`src/npbl_pkg.sv`:
```
// Behaviour
// - hold in reset while reset pin low
// - sleep only with 32 kHz clock present
// - snooze replaces sleep without clock
// - device picks sleep entry once permitted
// - sleep and snooze keep all context
// - shutdown exits only by full reset
// - link plain unless encryption enabled
// - temporary encryption lost at restart
// - permanent mode accepts only stored-key messages
// - session keys dropped at power cycle
// - per message encrypted or plain accepted
// - port select sampled at reset release
`default_nettype none
package npbl_pkg;
   // register offsets
   localparam logic [3:0] NPBL_REG_CTRL = 4'h0;
   localparam logic [3:0] NPBL_REG_BOOT = 4'h1;
   localparam logic [3:0] NPBL_REG_STAT = 4'h2;
   localparam logic [3:0] NPBL_REG_LINK = 4'h3;
   localparam logic [3:0] NPBL_REG_MSG = 4'h4;
   // ctrl bits
   localparam int NPBL_CTRL_PS = 0;
   localparam int NPBL_CTRL_SHUT = 1;
   localparam int NPBL_CTRL_IDLE = 2;
   // boot step codes written to boot register
   localparam logic [1:0] NPBL_STEP_CFG = 2'h0;
   localparam logic [1:0] NPBL_STEP_TRIG = 2'h1;
   localparam logic [1:0] NPBL_STEP_FW = 2'h2;
   localparam logic [1:0] NPBL_STEP_PLAT = 2'h3;
   // link bits
   localparam int NPBL_LINK_TEMP = 0;
   localparam int NPBL_LINK_PERM = 1;
   localparam int NPBL_LINK_KEY = 2;
   // message bits: bit0 encrypted, bit1 stored key used
   localparam int NPBL_MSG_ENC = 0;
   localparam int NPBL_MSG_STORED = 1;
   // low-power clock period 1/32 kHz in ns, detect window
   localparam int NPBL_LPCLK_NS = 31250;
   localparam int NPBL_CLK_NS = 100;
   localparam int NPBL_LP_TIMEOUT = 2 * NPBL_LPCLK_NS / NPBL_CLK_NS;
   typedef enum logic [2:0] {
      NPBL_RESET = 3'b000,
      NPBL_BOOTING = 3'b001,
      NPBL_ACTIVE = 3'b010,
      NPBL_SLEEP = 3'b011,
      NPBL_SNOOZE = 3'b100,
      NPBL_SHUTDOWN = 3'b101
   } npbl_state_t;
   typedef enum logic [1:0] {
      NPBL_PLAIN = 2'b00,
      NPBL_TEMP = 2'b01,
      NPBL_PERM = 2'b10
   } npbl_link_t;
   // register bus request
   typedef struct packed {
      logic wr;
      logic rd;
      logic [3:0] addr;
      logic [31:0] wdata;
   } npbl_bus_t;
endpackage
`default_nettype wire

```
`src/npbl_power_link_ctrl.sv`:
```
// The address map and the strobed register port were left to the implementer.
`default_nettype none
module npbl_power_link_ctrl
   import npbl_pkg::*;
#(
   parameter int LP_TIMEOUT = NPBL_LP_TIMEOUT
) (
   input wire logic clk,
   input wire logic rstn,
   input wire logic chip_reset_low,
   input wire logic wake_request_pin,
   input wire logic low_power_clock_in,
   input wire logic host_port_select,
   input wire npbl_bus_t bus,
   input wire logic msgValid,
   input wire logic [1:0] msgKind,
   output logic [31:0] rdata,
   output logic msgAccept,
   output logic msgDrop,
   output logic sdioMode,
   output logic coreRunning,
   output npbl_state_t state
);
   // elaboration-time guard on the detect window
   // the window counter is 16 bits wide, so larger windows cannot be held
   // a window under two cycles would flag a live clock as lost
   if (LP_TIMEOUT < 2 || LP_TIMEOUT > 65535) begin : g_bad_timeout
      $error("LP_TIMEOUT out of range");
   end

   // pin front end
   // every pin comes from outside the clock domain
   // each passes two flops before any decision reads it
   // the cost is two cycles of latency on every pin event
   // reset pin, wake pin, slow clock and port select all share this
   // the synchronisers clear with rstn so the pin looks low after reset
   // a pin already high at rstn release then gives one clean release edge
   // two-flop synchronisers for pins
   logic [1:0] rstSync, wakeSync, lpSync, selSync;
   logic lpPrev;
   always_ff @(posedge clk or negedge rstn) begin
      if (!rstn) begin
         rstSync <= 2'h0;
         wakeSync <= 2'h0;
         lpSync <= 2'h0;
         selSync <= 2'h0;
         lpPrev <= 1'b0;
      end else begin
         rstSync <= {rstSync[0], chip_reset_low};
         wakeSync <= {wakeSync[0], wake_request_pin};
         lpSync <= {lpSync[0], low_power_clock_in};
         selSync <= {selSync[0], host_port_select};
         lpPrev <= lpSync[1];
      end
   end
   // synchronised reset pin level, high while the host lets us run
   logic pinHigh;
   assign pinHigh = rstSync[1];
   // synchronised wake request, high while the host wants us awake
   logic wakeReq;
   assign wakeReq = wakeSync[1];
   // release edge: synchronised reset pin rose
   logic pinHighD;
   logic releaseEdge;
   always_ff @(posedge clk or negedge rstn) begin
      if (!rstn) begin
         pinHighD <= 1'b0;
      end else begin
         pinHighD <= pinHigh;
      end
   end
   assign releaseEdge = pinHigh & ~pinHighD;

   // interface select latched at reset release
   // the select pin turns into a data line once the port is running
   // so its level is only trusted at the release edge itself
   // later wiggles on the pin must never move the chosen port
   // the two-cycle pin latency matches the reset pin path exactly,
   // so select and release are seen from the same pin instant
   always_ff @(posedge clk or negedge rstn) begin
      if (!rstn) begin
         sdioMode <= 1'b0;
      end else if (releaseEdge) begin
         sdioMode <= selSync[1];
      end
   end

   // low-power clock presence detector; lost after two idle periods
   // the slow clock is treated as data and edge-detected on clk
   // any level change restarts the window and marks the clock present
   // a window that runs out without a change marks it absent
   // a stopped clock is only noticed after the full window has passed,
   // so sleep may be left a little late when the host pulls the clock
   // the counter saturates at the window end rather than wrapping
   logic [15:0] lpCount;
   logic lpPresent;
   always_ff @(posedge clk or negedge rstn) begin
      if (!rstn) begin
         lpCount <= 16'h0000;
         lpPresent <= 1'b0;
      end else if (lpSync[1] != lpPrev) begin
         lpCount <= 16'h0000;
         lpPresent <= 1'b1;
      end else if (lpCount >= 16'(LP_TIMEOUT)) begin
         lpPresent <= 1'b0;
      end else begin
         lpCount <= lpCount + 16'h0001;
      end
   end

   // register decode
   // writes are single-cycle strobes, decoded combinationally
   // reads are decoded in the read-port process further down
   // status register has no write decode: it is read only
   logic wrCtrl, wrBoot, wrLink;
   assign wrCtrl = bus.wr && bus.addr == NPBL_REG_CTRL;
   assign wrBoot = bus.wr && bus.addr == NPBL_REG_BOOT;
   assign wrLink = bus.wr && bus.addr == NPBL_REG_LINK;

   // control bits; power-save permit, firmware idle hint
   // both clear while the reset pin is low, so a restart
   // never inherits a stale permit from the previous session
   // the shutdown bit is a pulse and is not stored here
   // idle stands in for the firmware's own view of radio activity
   logic psEnable, radioIdle;
   always_ff @(posedge clk or negedge rstn) begin
      if (!rstn) begin
         psEnable <= 1'b0;
         radioIdle <= 1'b0;
      end else if (!pinHigh) begin
         psEnable <= 1'b0;
         radioIdle <= 1'b0;
      end else if (wrCtrl) begin
         psEnable <= bus.wdata[NPBL_CTRL_PS];
         radioIdle <= bus.wdata[NPBL_CTRL_IDLE];
      end
   end

   // boot step tracker; out of order steps restart at config
   // steps only count while booting; other states ignore them
   // restarting at config on a wrong code keeps the order strict,
   // at the price of the host repeating every step after a slip
   // done is raised only by the platform step, the last one
   // reset and shutdown both wipe progress, so a full boot is needed
   logic [1:0] bootStep;
   logic bootDone;
   always_ff @(posedge clk or negedge rstn) begin
      if (!rstn) begin
         bootStep <= NPBL_STEP_CFG;
         bootDone <= 1'b0;
      end else if (state == NPBL_RESET || state == NPBL_SHUTDOWN) begin
         bootStep <= NPBL_STEP_CFG;
         bootDone <= 1'b0;
      end else if (wrBoot && state == NPBL_BOOTING) begin
         if (bus.wdata[1:0] == bootStep) begin
            bootStep <= bootStep + 2'h1;
            bootDone <= (bootStep == NPBL_STEP_PLAT);
         end else begin
            bootStep <= NPBL_STEP_CFG;
         end
      end
   end

   // power state machine
   // reset leaves only towards booting, booting only towards active
   // active picks sleep or snooze by itself once power save is allowed
   // low-power states return to active and keep every setting
   // shutdown is a dead end left only through the reset pin
   // the reset pin override lives in the state register process
   // unknown codes fall back to reset through the default branch
   npbl_state_t next_state;
   always_comb begin
      next_state = state;
      case (state)
         NPBL_RESET: begin
            if (pinHigh) begin
               next_state = NPBL_BOOTING;
            end
         end
         NPBL_BOOTING: begin
            if (bootDone) begin
               next_state = NPBL_ACTIVE;
            end
         end
         NPBL_ACTIVE: begin
            // only host command enters shutdown
            if (wrCtrl && bus.wdata[NPBL_CTRL_SHUT]) begin
               next_state = NPBL_SHUTDOWN;
            end else if (psEnable && radioIdle && !wakeReq) begin
               // device decides entry itself
               next_state = lpPresent ? NPBL_SLEEP : NPBL_SNOOZE;
            end
         end
         NPBL_SLEEP: begin
            if (wakeReq || !psEnable || !lpPresent) begin
               next_state = NPBL_ACTIVE;
            end
         end
         NPBL_SNOOZE: begin
            if (wakeReq || !psEnable) begin
               next_state = NPBL_ACTIVE;
            end
         end
         NPBL_SHUTDOWN: begin
            next_state = NPBL_SHUTDOWN;
         end
         default: begin
            next_state = NPBL_RESET;
         end
      endcase
   end
   // any low reset pin forces reset state
   always_ff @(posedge clk or negedge rstn) begin
      if (!rstn) begin
         state <= NPBL_RESET;
      end else if (!pinHigh) begin
         state <= NPBL_RESET;
      end else begin
         state <= next_state;
      end
   end

   // link mode and session key; context kept across sleep
   // link setup is only taken while active, never while booting
   // permanent wins over temporary when both bits are written
   // key flag only records that an exchange has completed;
   // the exchange itself lives outside this block
   // nothing here is cleared by sleep or snooze
   npbl_link_t linkMode;
   logic sessionKey;
   always_ff @(posedge clk or negedge rstn) begin
      if (!rstn) begin
         linkMode <= NPBL_PLAIN;
         sessionKey <= 1'b0;
      end else if (!pinHigh || state == NPBL_SHUTDOWN) begin
         // any restart: plain link, keys dropped
         linkMode <= NPBL_PLAIN;
         sessionKey <= 1'b0;
      end else if (wrLink && state == NPBL_ACTIVE) begin
         sessionKey <= bus.wdata[NPBL_LINK_KEY];
         if (bus.wdata[NPBL_LINK_PERM]) begin
            linkMode <= NPBL_PERM;
         end else if (bus.wdata[NPBL_LINK_TEMP]) begin
            linkMode <= NPBL_TEMP;
         end else begin
            linkMode <= NPBL_PLAIN;
         end
      end
   end

   // message acceptance filter
   // every message gets exactly one answer the cycle after it arrives
   // outside active every message is dropped, whatever its kind
   // the answer pair is registered so both outputs come from flops
   // accept and drop are always complements while a message stands
   // with no message both stay low
   always_ff @(posedge clk or negedge rstn) begin
      if (!rstn) begin
         msgAccept <= 1'b0;
         msgDrop <= 1'b0;
      end else if (!msgValid || state != NPBL_ACTIVE) begin
         msgAccept <= 1'b0;
         msgDrop <= msgValid;
      end else begin
         case (linkMode)
            NPBL_PERM: begin
               // only stored-key encrypted traffic
               msgAccept <= msgKind[NPBL_MSG_ENC] &&
                            msgKind[NPBL_MSG_STORED] && sessionKey;
               msgDrop <= !(msgKind[NPBL_MSG_ENC] &&
                            msgKind[NPBL_MSG_STORED] && sessionKey);
            end
            NPBL_TEMP: begin
               // either kind per message once key exists
               msgAccept <= !msgKind[NPBL_MSG_ENC] || sessionKey;
               msgDrop <= msgKind[NPBL_MSG_ENC] && !sessionKey;
            end
            default: begin
               // plain link carries only unencrypted traffic
               msgAccept <= !msgKind[NPBL_MSG_ENC];
               msgDrop <= msgKind[NPBL_MSG_ENC];
            end
         endcase
      end
   end

   // core clock gate level; off in low-power states
   // computed from the next state so the gate follows state exactly
   // the reset pin term keeps the core stopped during a pin reset
   // shutdown, sleep and snooze all stop the core clock
   always_ff @(posedge clk or negedge rstn) begin
      if (!rstn) begin
         coreRunning <= 1'b0;
      end else begin
         coreRunning <= (next_state == NPBL_BOOTING ||
                         next_state == NPBL_ACTIVE) && pinHigh;
      end
   end

   // read port, data one cycle later; unmapped reads zero
   // data stands for exactly one cycle, zero otherwise,
   // so a late sample by the host reads zero, not stale data
   // the register bus never stalls the host
   // status packs clock presence, port mode, wake level and state
   always_ff @(posedge clk or negedge rstn) begin
      if (!rstn) begin
         rdata <= 32'h00000000;
      end else if (bus.rd) begin
         case (bus.addr)
            NPBL_REG_CTRL: rdata <= {29'h0, radioIdle, 1'b0, psEnable};
            NPBL_REG_BOOT: rdata <= {29'h0, bootDone, bootStep};
            NPBL_REG_STAT: rdata <= {26'h0, lpPresent, sdioMode,
                                     wakeReq, state};
            NPBL_REG_LINK: rdata <= {28'h0, sessionKey, 1'b0, linkMode};
            default: rdata <= 32'h00000000;
         endcase
      end else begin
         rdata <= 32'h00000000;
      end
   end
endmodule
`default_nettype wire

```
`config.mk`:
```
export PLATFORM = sky130hd
export DESIGN_NAME = npbl_power_link_ctrl
export DESIGN_NICKNAME = d
export VERILOG_FILES = /design/src/npbl_pkg.sv /design/src/npbl_power_link_ctrl.sv
export SDC_FILE = /design/constraint.sdc
export NUM_CORES = 1
export LEC_CHECK = 0
export BUFFER_PORTS_ARGS = -buffer_cell sky130_fd_sc_hd__buf_2
export CELL_PAD_IN_SITES_DETAIL_PLACEMENT = 1
export CELL_PAD_IN_SITES_GLOBAL_PLACEMENT = 1
export CORE_UTILIZATION = 40
export CTS_BUF_LIST = sky130_fd_sc_hd__clkbuf_16
export DETAILED_ROUTE_END_ITERATION = 10
export GPL_ROUTABILITY_DRIVEN = 0
export PLACE_DENSITY = 0.9
export SLEW_MARGIN = 0
export SYNTH_ARGS = -nofsm -noshare
export SYNTH_HDL_FRONTEND = slang
export SYNTH_SLANG_ARGS = --single-unit
export TNS_END_PERCENT = 30
```
`constraint.sdc`:
```
create_clock -name clk -period 4.06 [get_ports clk]
set_clock_uncertainty 0.05 [all_clocks]
set_input_delay 0.406 -clock clk [delete_from_list [all_inputs] [get_ports clk]]
set_output_delay 0.406 -clock clk [all_outputs]
set_load 0.01 [all_outputs]
```
[After elaboration in Yosys (flattened, before gate mapping)]
Cells that the tools add are included.
Operators by class
  add/subtract/negate cells: 2
  magnitude comparators: 1
  equality and inequality tests: 18
  multiplexer cells: 35
  bitwise logic cells: 2
  reductions and logical operators: 34
Operators by type and width (number)
  two-way mux 16 bit: 2
  two-way mux 32 bit: 1
  two-way mux 3 bit: 8
  one-hot mux 6 bit (4 select lines): 1
  one-hot mux 3 bit (6 select lines): 1
  adder 16 x 1 -> 16 bit, second input constant: 1
  greater-or-equal comparator 16 x 10 -> 1 bit, second input constant: 1
  two-way mux 1 bit: 14
  logical AND 1 bit: 12
  two-way mux 2 bit: 6
  equality test 3 x 2 -> 1 bit, second input constant: 3
  equality test 4 x 2 -> 1 bit, second input constant: 2
  zero test 1 bit: 8
  nonzero test 2 bit: 4
  logical OR 1 bit: 7
  equality test 3 x 1 -> 1 bit, second input constant: 2
  equality test 3 bit, second input constant: 2
  equality test 2 bit, second input constant: 2
  equality test 4 x 1 -> 1 bit, second input constant: 1
  zero test 4 bit: 1
  one-hot mux 1 bit (2 select lines): 2
  zero test 3 bit: 1
  inequality test 3 x 2 -> 1 bit, second input constant: 1
  adder 2 x 1 -> 2 bit, second input constant: 1
  8 further kinds: 8
Storage, ports and cells
  register bits: 74

[Logic depth before layout (Yosys ltp)]
  word-level depth: 8
  depth in mapped cells: 7
  mapped depth without buffers: 7

[Least setup slack after synthesis]
Ideal clock, no wire load.
  path kind: input -> register
  start point: input bus[33] (netlist bit)
  end point: register bootDone
  arrival: 2.045 ns
  required time: 3.884 ns
  path slack: 1.839 ns
  cell stages on the path: 6
  buffers on the path: 1
  cells stage by stage: buf_6 or4b_4 or4_4 nor3_4 mux2i_1 nor2_1
On the way
  cells in the longest elaborated chain, start to end: 5
RTL lines
  from (decl): line npbl_power_link_ctrl.sv:14  | input wire npbl_bus_t bus,
  equality test 4 x 1 -> 1 bit: line npbl_power_link_ctrl.sv:117  | assign wrBoot = bus.wr && bus.addr == NPBL_REG_BOOT;
  logical AND 1 bit: line npbl_power_link_ctrl.sv:117
  logical AND 1 bit: line npbl_power_link_ctrl.sv:154  | end else if (wrBoot && state == NPBL_BOOTING) begin
  nonzero test 2 bit (no line)
  AND reduction 2 bit (no line)
  to (signal assigned): line npbl_power_link_ctrl.sv:157  | bootDone <= (bootStep == NPBL_STEP_PLAT);
  to (decl): line npbl_power_link_ctrl.sv:146  | logic bootDone;
Every way passes these cells.
A chain may end at the register's enable or synchronous reset.

[Worst setup path in the final report]
  start point: register lpCount[1]
  end point: register lpCount[6]
On the way
  cells in the longest elaborated chain, start to end: 3
  elaborated cells between the ends (all ways): 5
RTL lines
  from (decl): line npbl_power_link_ctrl.sv:95  | logic [15:0] lpCount;
  from (signal assigned): line npbl_power_link_ctrl.sv:107  | lpCount <= lpCount + 16'h0001;
  adder 16 x 1 -> 16 bit: line npbl_power_link_ctrl.sv:107
  two-way mux 16 bit: line npbl_power_link_ctrl.sv:104  | end else if (lpCount >= 16'(LP_TIMEOUT)) begin
  two-way mux 16 bit: line npbl_power_link_ctrl.sv:101  | end else if (lpSync[1] != lpPrev) begin
Several ways; a longest one is shown, not always the timed one. The select of a mux whose other input is x is not followed.

==> flow_metrics.tcl <==
set metrics [dict create \
    numPortBuffers 30 \
    initial_core_util_pct 41.5 \
    drv_cap 0 \
    synth_common_cells "48 x dfrtp_1, 26 x buf_4, 26 x nor2_1" \
    ios 86 \
    drc 0 \
    diodes 0 \
    drtIter0Drc 89 \
    ys_seq_elements 48 \
    cts-buffers-inserted 5 \
    dp_worst_setup_slack_ps 1640 \
    crit_path_end_kind "flip-flop" \
    cp-start-kind "flip-flop" \
    num_vias 1744 \
    synthSimpleGateAreaFrac_pct 19.1 \
    drv_slew 0 \
    synth_top_area_cell "dfrtp_1" \
    drive_gt1_share_pct 18.6 \
    regToRegSetupSlack_ps 1620 \
    synth_top_cell_area_share_pct 48.6 \
    synth_compound_area_share_pct 9.51 \
    clockBufferDepth 2 \
    hp-start "chip_reset_low" \
    nets 321 \
    dpl.cell_count 336 \
    hold_path.class "in -> reg" \
    rr_worst_depth 7 \
    synth_area_mm2 0.00247 \
    grt_pass1_vias 1729 \
    fin_cells 344 \
    antenna_left 0 \
    async_flop_share_pct 100 \
    worst_hold_path.endpoint "rstSync[0]" \
    insertion_delay_ps 280 \
    rows 28 \
    grt_max_degree 49 \
    core_region_area_mm2 0.00596 \
    root_buffer "clkbuf_16" \
    relSlewSlack_pct 31.8 \
    synth_xor_area_share_pct 4.25 \
    synth_edf_count 0 \
    wl_per_cell_um 14.4 \
    clock-sinks 48 \
    ys_types 46 \
    muxShareOfSynthArea_pct 4.86 \
    arrival_ps 2570 \
    peakVddDrop_uv 223 \
    tightest_slew_ps 1020 \
    p_per_area_mw_per_mm2 391 \
    synthCells 238 \
    die_h_um 80.6 \
    rsz0062_at_grt "false" \
    r2r-end "lpCount[6]" \
    grt_antenna_before_repair 0 \
    fin_ws_ps 1620 \
    overflow 0 \
    grt.total_usage_pct 17.1 \
    grt_pass1_wl_um 8300 \
    cts-hold-fix-buffers 0 \
    yosysMostFrequentCell "dfrtp_1" \
    synth.avg_cell_area_um2 10.4 \
    synthFlopType "dfrtp_1" \
    cp.required_ps 4190 \
    fin_setup_tns_ps 0 \
    cts_setup_buffers 0 \
    cts_max_level 2 \
    cts_resized 0 \
    cts_tree "built" \
    period_share_pct 60.1 \
    yosysSeqAreaShare_pct 48.6 \
    status "complete, no violations" \
    leakagePower_nw 1.30 \
    die_w_um 80.6 \
    wirelength_um 4950 \
    hold_viol_final 0 \
    hpwl_um 3620 \
    area_growth_pct 11.4 \
    die_area_mm2 0.00650 \
    r2r-start "lpCount[1]" \
    setup_viol 0 \
    synth_fa_ha_area_share_pct 3.03 \
    vias_per_cell 5.07 \
    crit_type "reg -> reg" \
    hold_depth 1 \
    max_freq_ghz 0.410 \
    path_max_fanout 6 \
    synth_top_family_by_area "simple AND/OR/NAND/NOR gates" \
    synth.area.top_cells "dfrtp_1 49%, buf_4 7.9%, nor2_1 3.9%, xnor2_1 3.2%, ha_1 3.0%" \
    ys_warn_count 0 \
    dr.pass1.iters 4 \
    finalCriticalPeriod_ps 2440 \
    path_clk_slew_ps 70 \
]
[area by class of cell]
class | instances | area, um2
well taps | 75 | 93.8
fillers | 680 | 3200
multi-input cells | 174 | 1110
flip-flops and latches | 48 | 1200
inverters | 9 | 33.8
clock inverters | 3 | 46.3
clock buffers | 5 | 125
repair buffers | 30 | 150
[worst max-delay path by stage]
stage | slack, ps | to | startpoint | cells past startpoint
global route | 1370 | lpCount[6] | lpCount[1] | 7
finish | 1620 | lpCount[6] | lpCount[1] | 7
global placement | 1700 | bootDone | bus[33] | 6
CTS | 1600 | lpCount[6] | lpCount[1] | 7
detailed placement | 1640 | bootDone | bus[33] | 6
floorplan | 1840 | bootDone | bus[33] | 6
[per-stage QoR]
step | hold WS [ps] | util [%] | total power, mW | area (um2)
detailed placement | 289 | 43.4 | 0.610 | 2580
global route | 165 | 46.3 | 1.12 | 2760
floorplan | 60.4 | - | 0.589 | 2570
CTS | 168 | 46.3 | 1.09 | 2760
global placement | 281 | 43.4 | 0.605 | 2580
finish | 172 | 46.3 | 1.08 | 2760
[metal layers]
metal,vias up,track usage [%],part of all wire [%]
met5,-,0,0
met4,0,4.29,1.1
li1,820,-,-
met2,48,29.1,48
met3,6,3.86,4.2
met1,870,21.8,46
[layout by cell type (no fill, tap or decap), drive strengths merged, types with 5 or more instances in the layout]
cell    instances
ha              6
nand3           5
mux2i           6
clkbuf          5
buf            30
xnor2           9
conb           26
o21ai           8
nand2          11
dfrtp          48
inv            10
and2            9
nor2           26
a21oi           6
nor2b           7
[sequential cells by signal, indices dropped and copies added (netlist names), 2 cells and up]
| signal | flops |
|---|---|
| rdata | 6 |
| rstSync | 2 |
| state | 3 |
| lpCount | 16 |
| linkMode | 2 |
| lpSync | 2 |
| bootStep | 2 |
| selSync | 2 |
| wakeSync | 2 |
[worst max-delay path, stage by stage, from the launching register on]
cell and delay (ps):
dfrtp_1 470, inv_1 110, ha_1 190, nor4b_1 310, o21ai_0 290, a211oi_1 540, a21oi_1 140, a31o_2 230
[power breakdown]
group          switching (mW)  total (mW)  internal, mW
Sequential             0.0185       0.511         0.492
Clock                   0.182       0.474         0.293
Combinational          0.0592      0.0922        0.0329
[cell families (layout without fill, tap and decap cells)]
| group | count (synthesis) | after routing |
|---|---|---|
| DFF | 48 | 48 |
| other | 1 | 26 |
| adders and majority gates | 6 | 6 |
| buffers and inverters | 41 | 47 |
| and+or+nand+nor | 85 | 85 |
| AOI/OAI and AO/OA | 35 | 35 |
| muxes | 10 | 10 |
| xor gates and xnor gates | 12 | 12 |
(Power assumes the default switching activity.)
